`src/core/sai_pkg.sv`:
```
// package with constants of the status and attention inputs
// Operation
// status bit reads 0 when its positive conductor is high.
// status lines reach software only, never steering transfers or handshakes.
// qualifying attention transition sets a readable attention-request flag.
// set flag raises the interrupt only when software enables forwarding.
// attention acts only when positive falls and negative rises; levels ignored.
// grounded test input keeps data drivers enabled regardless of direction.
// test input reads as status bit 1 when grounded.
// channel adapter forwards attention to processor only with its enable.
// two low status bits update on each sync strobe rising edge.
// third status receiver enabled only while direction is input.
// attention input synchronised first so one transition gives one request.
package sai_pkg;

  localparam int SAI_ADDR_W = 8;
  localparam int SAI_DATA_W = 32;

  // register byte offsets
  localparam logic [7:0] SAI_OFS_STATUS   = 8'h00;
  localparam logic [7:0] SAI_OFS_INT_STAT = 8'h04;
  localparam logic [7:0] SAI_OFS_INT_CLR  = 8'h08;
  localparam logic [7:0] SAI_OFS_INT_EN   = 8'h0c;

  // status register field positions
  localparam int SAI_BIT_STS0 = 0;
  localparam int SAI_BIT_STS1 = 1;
  localparam int SAI_BIT_STS2 = 2;
  localparam int SAI_BIT_HOOD = 3;
  localparam int SAI_BIT_ATTENTION_LINE = 4;
  localparam int SAI_BIT_DIR  = 5;

  // interrupt register field position
  localparam int SAI_BIT_INT_ATTENTION_LINE = 0;

  // values after reset, and the output direction value
  localparam logic [1:0] SAI_RST_STS      = 2'h0;
  localparam logic       SAI_RST_FLAG     = 1'b0;
  localparam logic       SAI_RST_EN       = 1'b0;
  localparam logic [1:0] SAI_RST_ATTENTION_LINE     = 2'h0;
  localparam logic       SAI_DIR_OUTPUT   = 1'b1;

  // synchroniser depth
  localparam int SAI_SYNC_STAGES = 2;

endpackage : sai_pkg

```
`src/core/sai_sync_if.sv`:
```
// interface carrying a raw level and its synchronised copy
`timescale 1ns/1ps
interface sai_sync_if #(
  parameter int WIDTH = 2
);
  logic [WIDTH-1:0] raw;
  logic [WIDTH-1:0] synced;

  modport src (output raw,    input  synced);
  modport dst (input  raw,    output synced);
endinterface : sai_sync_if

```
`src/core/sai_sync2.sv`:
```
// two-flop synchroniser for asynchronous levels
`timescale 1ns/1ps
module sai_sync2
  import sai_pkg::*;
#(
  parameter int WIDTH = 2
) (
  input  wire logic clk,
  input  wire logic rst,
  sai_sync_if.dst   sif
);

  logic [WIDTH-1:0] meta_q;
  logic [WIDTH-1:0] sync_q;

  // first stage feeds only the second stage
  always_ff @(posedge clk or posedge rst) begin
    if (rst) begin
      meta_q <= '0;
      sync_q <= '0;
    end else begin
      meta_q <= sif.raw;
      sync_q <= meta_q;
    end
  end

  assign sif.synced = sync_q;

endmodule // sai_sync2

```
`src/core/sai_top.sv`:
```
// status and attention inputs of the parallel interface card
//
// Added by the designer: the register offsets and the address-and-strobe port.
`timescale 1ns/1ps
module sai_top
  import sai_pkg::*;
(
  input  wire logic                  CLK_SYS,
  input  wire logic                  RESET,
  input  wire logic [2:0]            EXTERNAL_STATUS_IN,
  input  wire logic                  ATTENTION_LINE_P,
  input  wire logic                  ATTENTION_LINE_N,
  input  wire logic                  TEST_N,
  input  wire logic                  SYNC_N,
  input  wire logic                  TRANSFER_DIRECTION,
  input  wire logic [SAI_ADDR_W-1:0] ADDR,
  input  wire logic [SAI_DATA_W-1:0] WDATA,
  input  wire logic                  WR,
  input  wire logic                  RD,
  output logic      [SAI_DATA_W-1:0] RDATA,
  output logic                       ATTENTION_LINE_IRQ,
  output logic                       DATA_DRV_EN,
  output logic                       STS2_RCV_EN
);

  ////////////////////////////////////////////////////////////////////////////
  // declarations

  logic [1:0] sts_q;
  logic       sts2_q;
  logic       hood_q;
  logic       sync_prev_q;
  logic       sync_rise;
  logic [1:0] attention_line_sync;
  logic [1:0] attention_line_prev_q;
  logic       attention_line_edge;
  logic       flag_q;
  logic       flag_d;
  logic       en_q;
  logic       clr_hit;
  logic [SAI_DATA_W-1:0] rdata_d;
  logic [SAI_DATA_W-1:0] status_word;

  ////////////////////////////////////////////////////////////////////////////
  // attention synchroniser

  sai_sync_if #(.WIDTH(2)) attention_line_if ();

  // both conductors crossed together so their edges stay aligned
  assign attention_line_if.raw = {ATTENTION_LINE_P, ATTENTION_LINE_N};
  assign attention_line_sync   = attention_line_if.synced;

  sai_sync2 #(
    .WIDTH (2)
  ) u_attention_line_sync (
    .clk (CLK_SYS),
    .rst (RESET),
    .sif (attention_line_if)
  );

  ////////////////////////////////////////////////////////////////////////////
  // status sampling

  // sync strobe is active low; its release is the rising edge
  always_ff @(posedge CLK_SYS or posedge RESET) begin
    if (RESET) begin
      sync_prev_q <= 1'b1;
    end else begin
      sync_prev_q <= SYNC_N;
    end
  end

  assign sync_rise = SYNC_N & ~sync_prev_q;

  // low status bits held between strobes, stored inverted
  always_ff @(posedge CLK_SYS or posedge RESET) begin
    if (RESET) begin
      sts_q <= SAI_RST_STS;
    end else if (sync_rise) begin
      sts_q <= ~EXTERNAL_STATUS_IN[1:0];
    end
  end

  // third status bit only meaningful while receiving
  always_ff @(posedge CLK_SYS or posedge RESET) begin
    if (RESET) begin
      sts2_q <= 1'b0;
    end else if (TRANSFER_DIRECTION != SAI_DIR_OUTPUT) begin
      sts2_q <= ~EXTERNAL_STATUS_IN[2];
    end else begin
      sts2_q <= 1'b0;
    end
  end

  // receiver enable follows direction; output shuts it off
  always_ff @(posedge CLK_SYS or posedge RESET) begin
    if (RESET) begin
      STS2_RCV_EN <= 1'b0;
    end else begin
      STS2_RCV_EN <= (TRANSFER_DIRECTION != SAI_DIR_OUTPUT);
    end
  end

  ////////////////////////////////////////////////////////////////////////////
  // test hood and driver enable

  // grounded test pin reads as one
  always_ff @(posedge CLK_SYS or posedge RESET) begin
    if (RESET) begin
      hood_q <= 1'b0;
    end else begin
      hood_q <= ~TEST_N;
    end
  end

  // status inputs deliberately absent here so they cannot steer drivers
  always_ff @(posedge CLK_SYS or posedge RESET) begin
    if (RESET) begin
      DATA_DRV_EN <= 1'b0;
    end else begin
      DATA_DRV_EN <= (TRANSFER_DIRECTION == SAI_DIR_OUTPUT) | ~TEST_N;
    end
  end

  ////////////////////////////////////////////////////////////////////////////
  // attention edge detection

  always_ff @(posedge CLK_SYS or posedge RESET) begin
    if (RESET) begin
      attention_line_prev_q <= SAI_RST_ATTENTION_LINE;
    end else begin
      attention_line_prev_q <= attention_line_sync;
    end
  end

  // positive conductor falls while negative rises; steady levels do nothing
  assign attention_line_edge = attention_line_prev_q[1] & ~attention_line_prev_q[0]
                   & ~attention_line_sync[1] & attention_line_sync[0];

  ////////////////////////////////////////////////////////////////////////////
  // attention flag, enable, interrupt

  assign clr_hit = WR & (ADDR == SAI_OFS_INT_CLR) & WDATA[SAI_BIT_INT_ATTENTION_LINE];

  // a new edge beats a clear in the same cycle
  always_comb begin
    flag_d = flag_q;
    if (clr_hit) begin
      flag_d = 1'b0;
    end
    if (attention_line_edge) begin
      flag_d = 1'b1;
    end
  end

  always_ff @(posedge CLK_SYS or posedge RESET) begin
    if (RESET) begin
      flag_q <= SAI_RST_FLAG;
    end else begin
      flag_q <= flag_d;
    end
  end

  always_ff @(posedge CLK_SYS or posedge RESET) begin
    if (RESET) begin
      en_q <= SAI_RST_EN;
    end else if (WR && ADDR == SAI_OFS_INT_EN) begin
      en_q <= WDATA[SAI_BIT_INT_ATTENTION_LINE];
    end
  end

  // level interrupt; flag alone never reaches the adapter
  always_ff @(posedge CLK_SYS or posedge RESET) begin
    if (RESET) begin
      ATTENTION_LINE_IRQ <= 1'b0;
    end else begin
      ATTENTION_LINE_IRQ <= flag_q & en_q;
    end
  end

  ////////////////////////////////////////////////////////////////////////////
  // register read port

  // only sense and sampled state; nothing here feeds back into the card
  always_comb begin
    status_word               = '0;
    status_word[SAI_BIT_STS0] = sts_q[0];
    status_word[SAI_BIT_STS1] = sts_q[1];
    status_word[SAI_BIT_STS2] = sts2_q;
    status_word[SAI_BIT_HOOD] = hood_q;
    status_word[SAI_BIT_ATTENTION_LINE] = flag_q;
    status_word[SAI_BIT_DIR]  = TRANSFER_DIRECTION;
  end

  always_comb begin
    rdata_d = '0;
    if (RD) begin
      case (ADDR)
        SAI_OFS_STATUS:   rdata_d = status_word;
        SAI_OFS_INT_STAT: rdata_d[SAI_BIT_INT_ATTENTION_LINE] = flag_q;
        SAI_OFS_INT_EN:   rdata_d[SAI_BIT_INT_ATTENTION_LINE] = en_q;
        default:          rdata_d = '0; // clear register and holes read zero
      endcase
    end
  end

  // read data valid only in the cycle after the strobe
  always_ff @(posedge CLK_SYS or posedge RESET) begin
    if (RESET) begin
      RDATA <= '0;
    end else begin
      RDATA <= rdata_d;
    end
  end
endmodule // sai_top

```
`config.mk`:
```
export PLATFORM = sky130hd
export DESIGN_NAME = sai_top
export DESIGN_NICKNAME = d
export VERILOG_FILES = /design/src/core/sai_pkg.sv /design/src/core/sai_sync_if.sv /design/src/core/sai_sync2.sv /design/src/core/sai_top.sv
export SDC_FILE = /design/constraint.sdc
export NUM_CORES = 1
export LEC_CHECK = 0
export CAP_MARGIN = 5
export CORE_AREA = 2 2 46 48
export DETAILED_ROUTE_END_ITERATION = 6
export DIE_AREA = 0 0 48 50
export DONT_BUFFER_PORTS = 1
export HOLD_SLACK_MARGIN = 0.1
export PLACE_DENSITY = 0.73
export SLEW_MARGIN = 20
export SYNTH_ARGS = -nofsm -noshare
export SYNTH_HDL_FRONTEND = slang
export SYNTH_SLANG_ARGS = --single-unit
```
`constraint.sdc`:
```
create_clock -name CLK_SYS -period 0.9 [get_ports CLK_SYS]
set_input_delay 0.045 -clock CLK_SYS [delete_from_list [all_inputs] [get_ports CLK_SYS]]
set_output_delay 0.045 -clock CLK_SYS [all_outputs]
set_load 0.02 [all_outputs]
```
==> results.sh <==
export IMPL_cellPowerDensity_mw_per_mm2=1680
export IMPL_synth_seq_area_share=0.580
export IMPL_hpwl_um=925
export IMPL_finish_net_count=150
export IMPL_initial_utilization=0.500
export IMPL_placement_rows=16
export IMPL_top_layer_used="met4"
export IMPL_vias=511
export IMPL_synth_ff_latch_count=22
export IMPL_areaGrowthSynthToFinish_pct=13.4
export IMPL_worstPathMaxFanout=2
export IMPL_holdWs_ns=-0.0984
export IMPL_skew_ns=0.00523
export IMPL_total_power_mw=1.82
export IMPL_setup_tns_final_ns=-0.0769
export IMPL_worst_endpoint_required_ns=1.11
export IMPL_grt_util_all_layers=0.129
export IMPL_maxSlewViolCount=0
export IMPL_synth_largest_area_cell="sky130_fd_sc_hd__dfrtp_1"
export IMPL_status="complete, but fails checks"
export IMPL_die_height_um=50
export IMPL_arrival_time_of_the_worst_setup_path_ns=1.18
export IMPL_post_route_cells_drive_above_1_share=0.155
export IMPL_synth_enable_flop_cells=0
export IMPL_synth_cell_type_count=20
export IMPL_final_setup_worst_slack_ns=-0.0769
export IMPL_final_setup_violation_count=1
export IMPL_wl_met2_um=690
export IMPL_route_final_wire_length_um=1380
export IMPL_worst_setup_path_type="reg -> reg"
export IMPL_cts_hold_fix_buffers=11
export IMPL_violations_in_the_final_reports="hold timing, setup timing"
export IMPL_cap_violations=0
export IMPL_remaining_antenna_violation_count=0
export IMPL_syn_mean_instance_area_um2=11.9
export IMPL_port_buffers=0
export IMPL_design_portCount=87
export IMPL_hp_class="in -> reg"
export IMPL_total_clock_buffers_created_by_cts=3
export IMPL_synthMostInstantiatedCell="sky130_fd_sc_hd__buf_4"
export IMPL_worst_hold_path_num_cells=3
export IMPL_antenna_found_initial=0
export IMPL_fin_util=0.567
export IMPL_dr_first_iter_drc_count=0
export IMPL_r2r_start="flag_q"
export IMPL_peakVddDrop_mv=1.70
export IMPL_antennaDiodeCount=0
export IMPL_setup_worst_path_start="flag_q"
export IMPL_grt_total_ovfl=0
export IMPL_ys_warnings_count=0
export IMPL_post_synth_instance_area_um2=951
export IMPL_fin_crit_sh=1.09
export IMPL_rr_worst_depth=3
export IMPL_finalHoldViolations=2
export IMPL_grt_first_pass_wirelength_um=2040
export IMPL_crit_path_start_kind="flop"
export IMPL_final_cell_area_mm2=0.00108
export IMPL_synth_top_area_frac=0.553
export IMPL_netlist_top_cells_count="sky130_fd_sc_hd__buf_4 (26), sky130_fd_sc_hd__dfrtp_1 (21), sky130_fd_sc_hd__and2_1 (7)"
export IMPL_synth_top_cells_by_area="sky130_fd_sc_hd__dfrtp_1 (55%), sky130_fd_sc_hd__buf_4 (21%), sky130_fd_sc_hd__and2_1 (4.6%), sky130_fd_sc_hd__dfstp_2 (2.8%), sky130_fd_sc_hd__nor4_4 (2.2%)"
export IMPL_remaining_drc_errors=0
export IMPL_met1Wirelength_um=512
export IMPL_placedInstanceArea_um2=898
export IMPL_end_kind="flop"
export IMPL_largest_net_degree_at_the_start_of_global_routing=23
export IMPL_clkTransAtPathRegs_ns=0.11
export IMPL_wirelength_per_cell_um=11.1
export IMPL_dominantRegCellSynth="sky130_fd_sc_hd__dfrtp_1"
export IMPL_achievable_frequency_mhz=1020
export IMPL_reg2reg_setup_slack_ns=-0.08
export IMPL_rsz0062_at_grt="yes"
export IMPL_drt_pre_antenna_iters=1
export IMPL_die_width_um=48
export IMPL_tritoncts_clock_tree="yes"
export IMPL_placeableCoreArea_mm2=0.00190
export IMPL_critical_path_reg2reg_endpoint="RDATA[0]"
export IMPL_die_area_mm2=0.00240
export IMPL_clock_tree_root_cell="sky130_fd_sc_hd__clkbuf_4"
export IMPL_hold_path_endpoint="RDATA[0]"
export IMPL_dpl_worst_slack_ns=-0.0740
export IMPL_cells_after_synth=80
export IMPL_first_global_vias=455
export IMPL_worst_skew_pair_late_latency_ns=0.30
export IMPL_post_drt_via_cell_ratio=4.12
export IMPL_fin_crit_ns=0.977
export IMPL_numClockSinks=22
export IMPL_route_met3_wl_um=126
export IMPL_hold_wc_startpoint="ADDR[6]"
export IMPL_gpl_final_weighted_congestion=0.853
export IMPL_clock_tree_buffer_depth=2
export IMPL_ffs_w_async_s_r_synth=1.00
export IMPL_clock_tree_htree_level_count=1
export IMPL_leakage_nw=0.535
==> report_power, final <==
group	internal [mW]	switching [mW]	total (mW)
Sequential	1.03	0.0314	1.07
Clock	0.247	0.274	0.521
Combinational	0.0776	0.152	0.229
Total	1.36	0.457	1.82
==> critical path, stage by stage (launching register included) <==
cell,delay [ns]
sky130_fd_sc_hd__dfrtp_1,0.41
sky130_fd_sc_hd__mux2_4,0.29
sky130_fd_sc_hd__a22oi_2,0.13
sky130_fd_sc_hd__nor2_1,0.06
==> worst max-delay path by stage <==
| stage | end | depth (start not counted) |
|---|---|---|
| detailed placement | RDATA[0] | 3 |
| CTS | RDATA[0] | 3 |
| finish | RDATA[0] | 3 |
| global route | RDATA[0] | 3 |
| global placement | en_q | 3 |
| floorplan | RDATA[0] | 3 |
==> flip-flops by register name, indices dropped and copies added (netlist names) <==
register,cells
attention_line_prev_q,2
DATA_DRV_EN,1
sync_prev_q,1
u_attention_line_sync.meta_q,2
flag_q,1
hood_q,1
en_q,1
ATTENTION_LINE_IRQ,1
sts2_q,1
STS2_RCV_EN,1
sts_q,2
RDATA,6
u_attention_line_sync.sif.synced,2
==> kinds of logic (layout without fill, tap and decap cells) <==
logic type / count (synthesis) / count (layout) / synth area share
buf+inv: 29 / 21 / 0.217
other cells: 1 / 26 / 0.00394
compound gates: 4 / 4 / 0.0263
simple gates: 22 / 22 / 0.149
mux: 2 / 2 / 0.0237
flops: 22 / 22 / 0.580
==> cell type report <==
type / count / area (um^2)
Inverter: 3 / 11.3
Tap cell: 27 / 33.8
Fill cell: 174 / 823
Sequential cell: 22 / 552
Multi-Input combinational cell: 54 / 313
Timing Repair Buffer: 14 / 133
Clock buffer: 4 / 36.3
==> routing by layer <==
layer  GRT usage  vias to the layer above
li1            -                      240
met5           0                        -
met3      0.0696                        6
met1       0.128                      231
met2       0.200                       34
met4      0.0811                        0
==> cell usage in the layout, fill, tap and decap left out, drive strengths merged <==
| master | count |
|---|---|
| a21o | 1 |
| a22oi | 1 |
| and2 | 7 |
| and4 | 1 |
| buf | 3 |
| clkbuf | 4 |
| conb | 26 |
| dfrtp | 21 |
| dfstp | 1 |
| dlygate4sd3 | 11 |
| inv | 3 |
| mux2 | 2 |
| nand2 | 3 |
| nand2b | 1 |
| nand3 | 1 |
| nand4 | 2 |
| nor2 | 4 |
| nor2b | 1 |
| nor4 | 1 |
| nor4bb | 1 |
| o21ai | 2 |
==> metrics by stage <==
stage | std cells | hold WS [ns]
3_3_place_gp | 108 | -0.0233
4_1_cts | 124 | -0.120
6_report | 124 | -0.0984
2_1_floorplan | 105 | 0.0335
3_5_place_dp | 108 | -0.0125
5_1_grt | 124 | -0.133
==> timing repair <==
action,CTS,global route
setup buffers,1,0
setup endpoints to repair,1,4
hold endpoints to repair,39,3
pin swaps,0,0
resized for setup,2,3
Power figures use the tool's default switching activity.
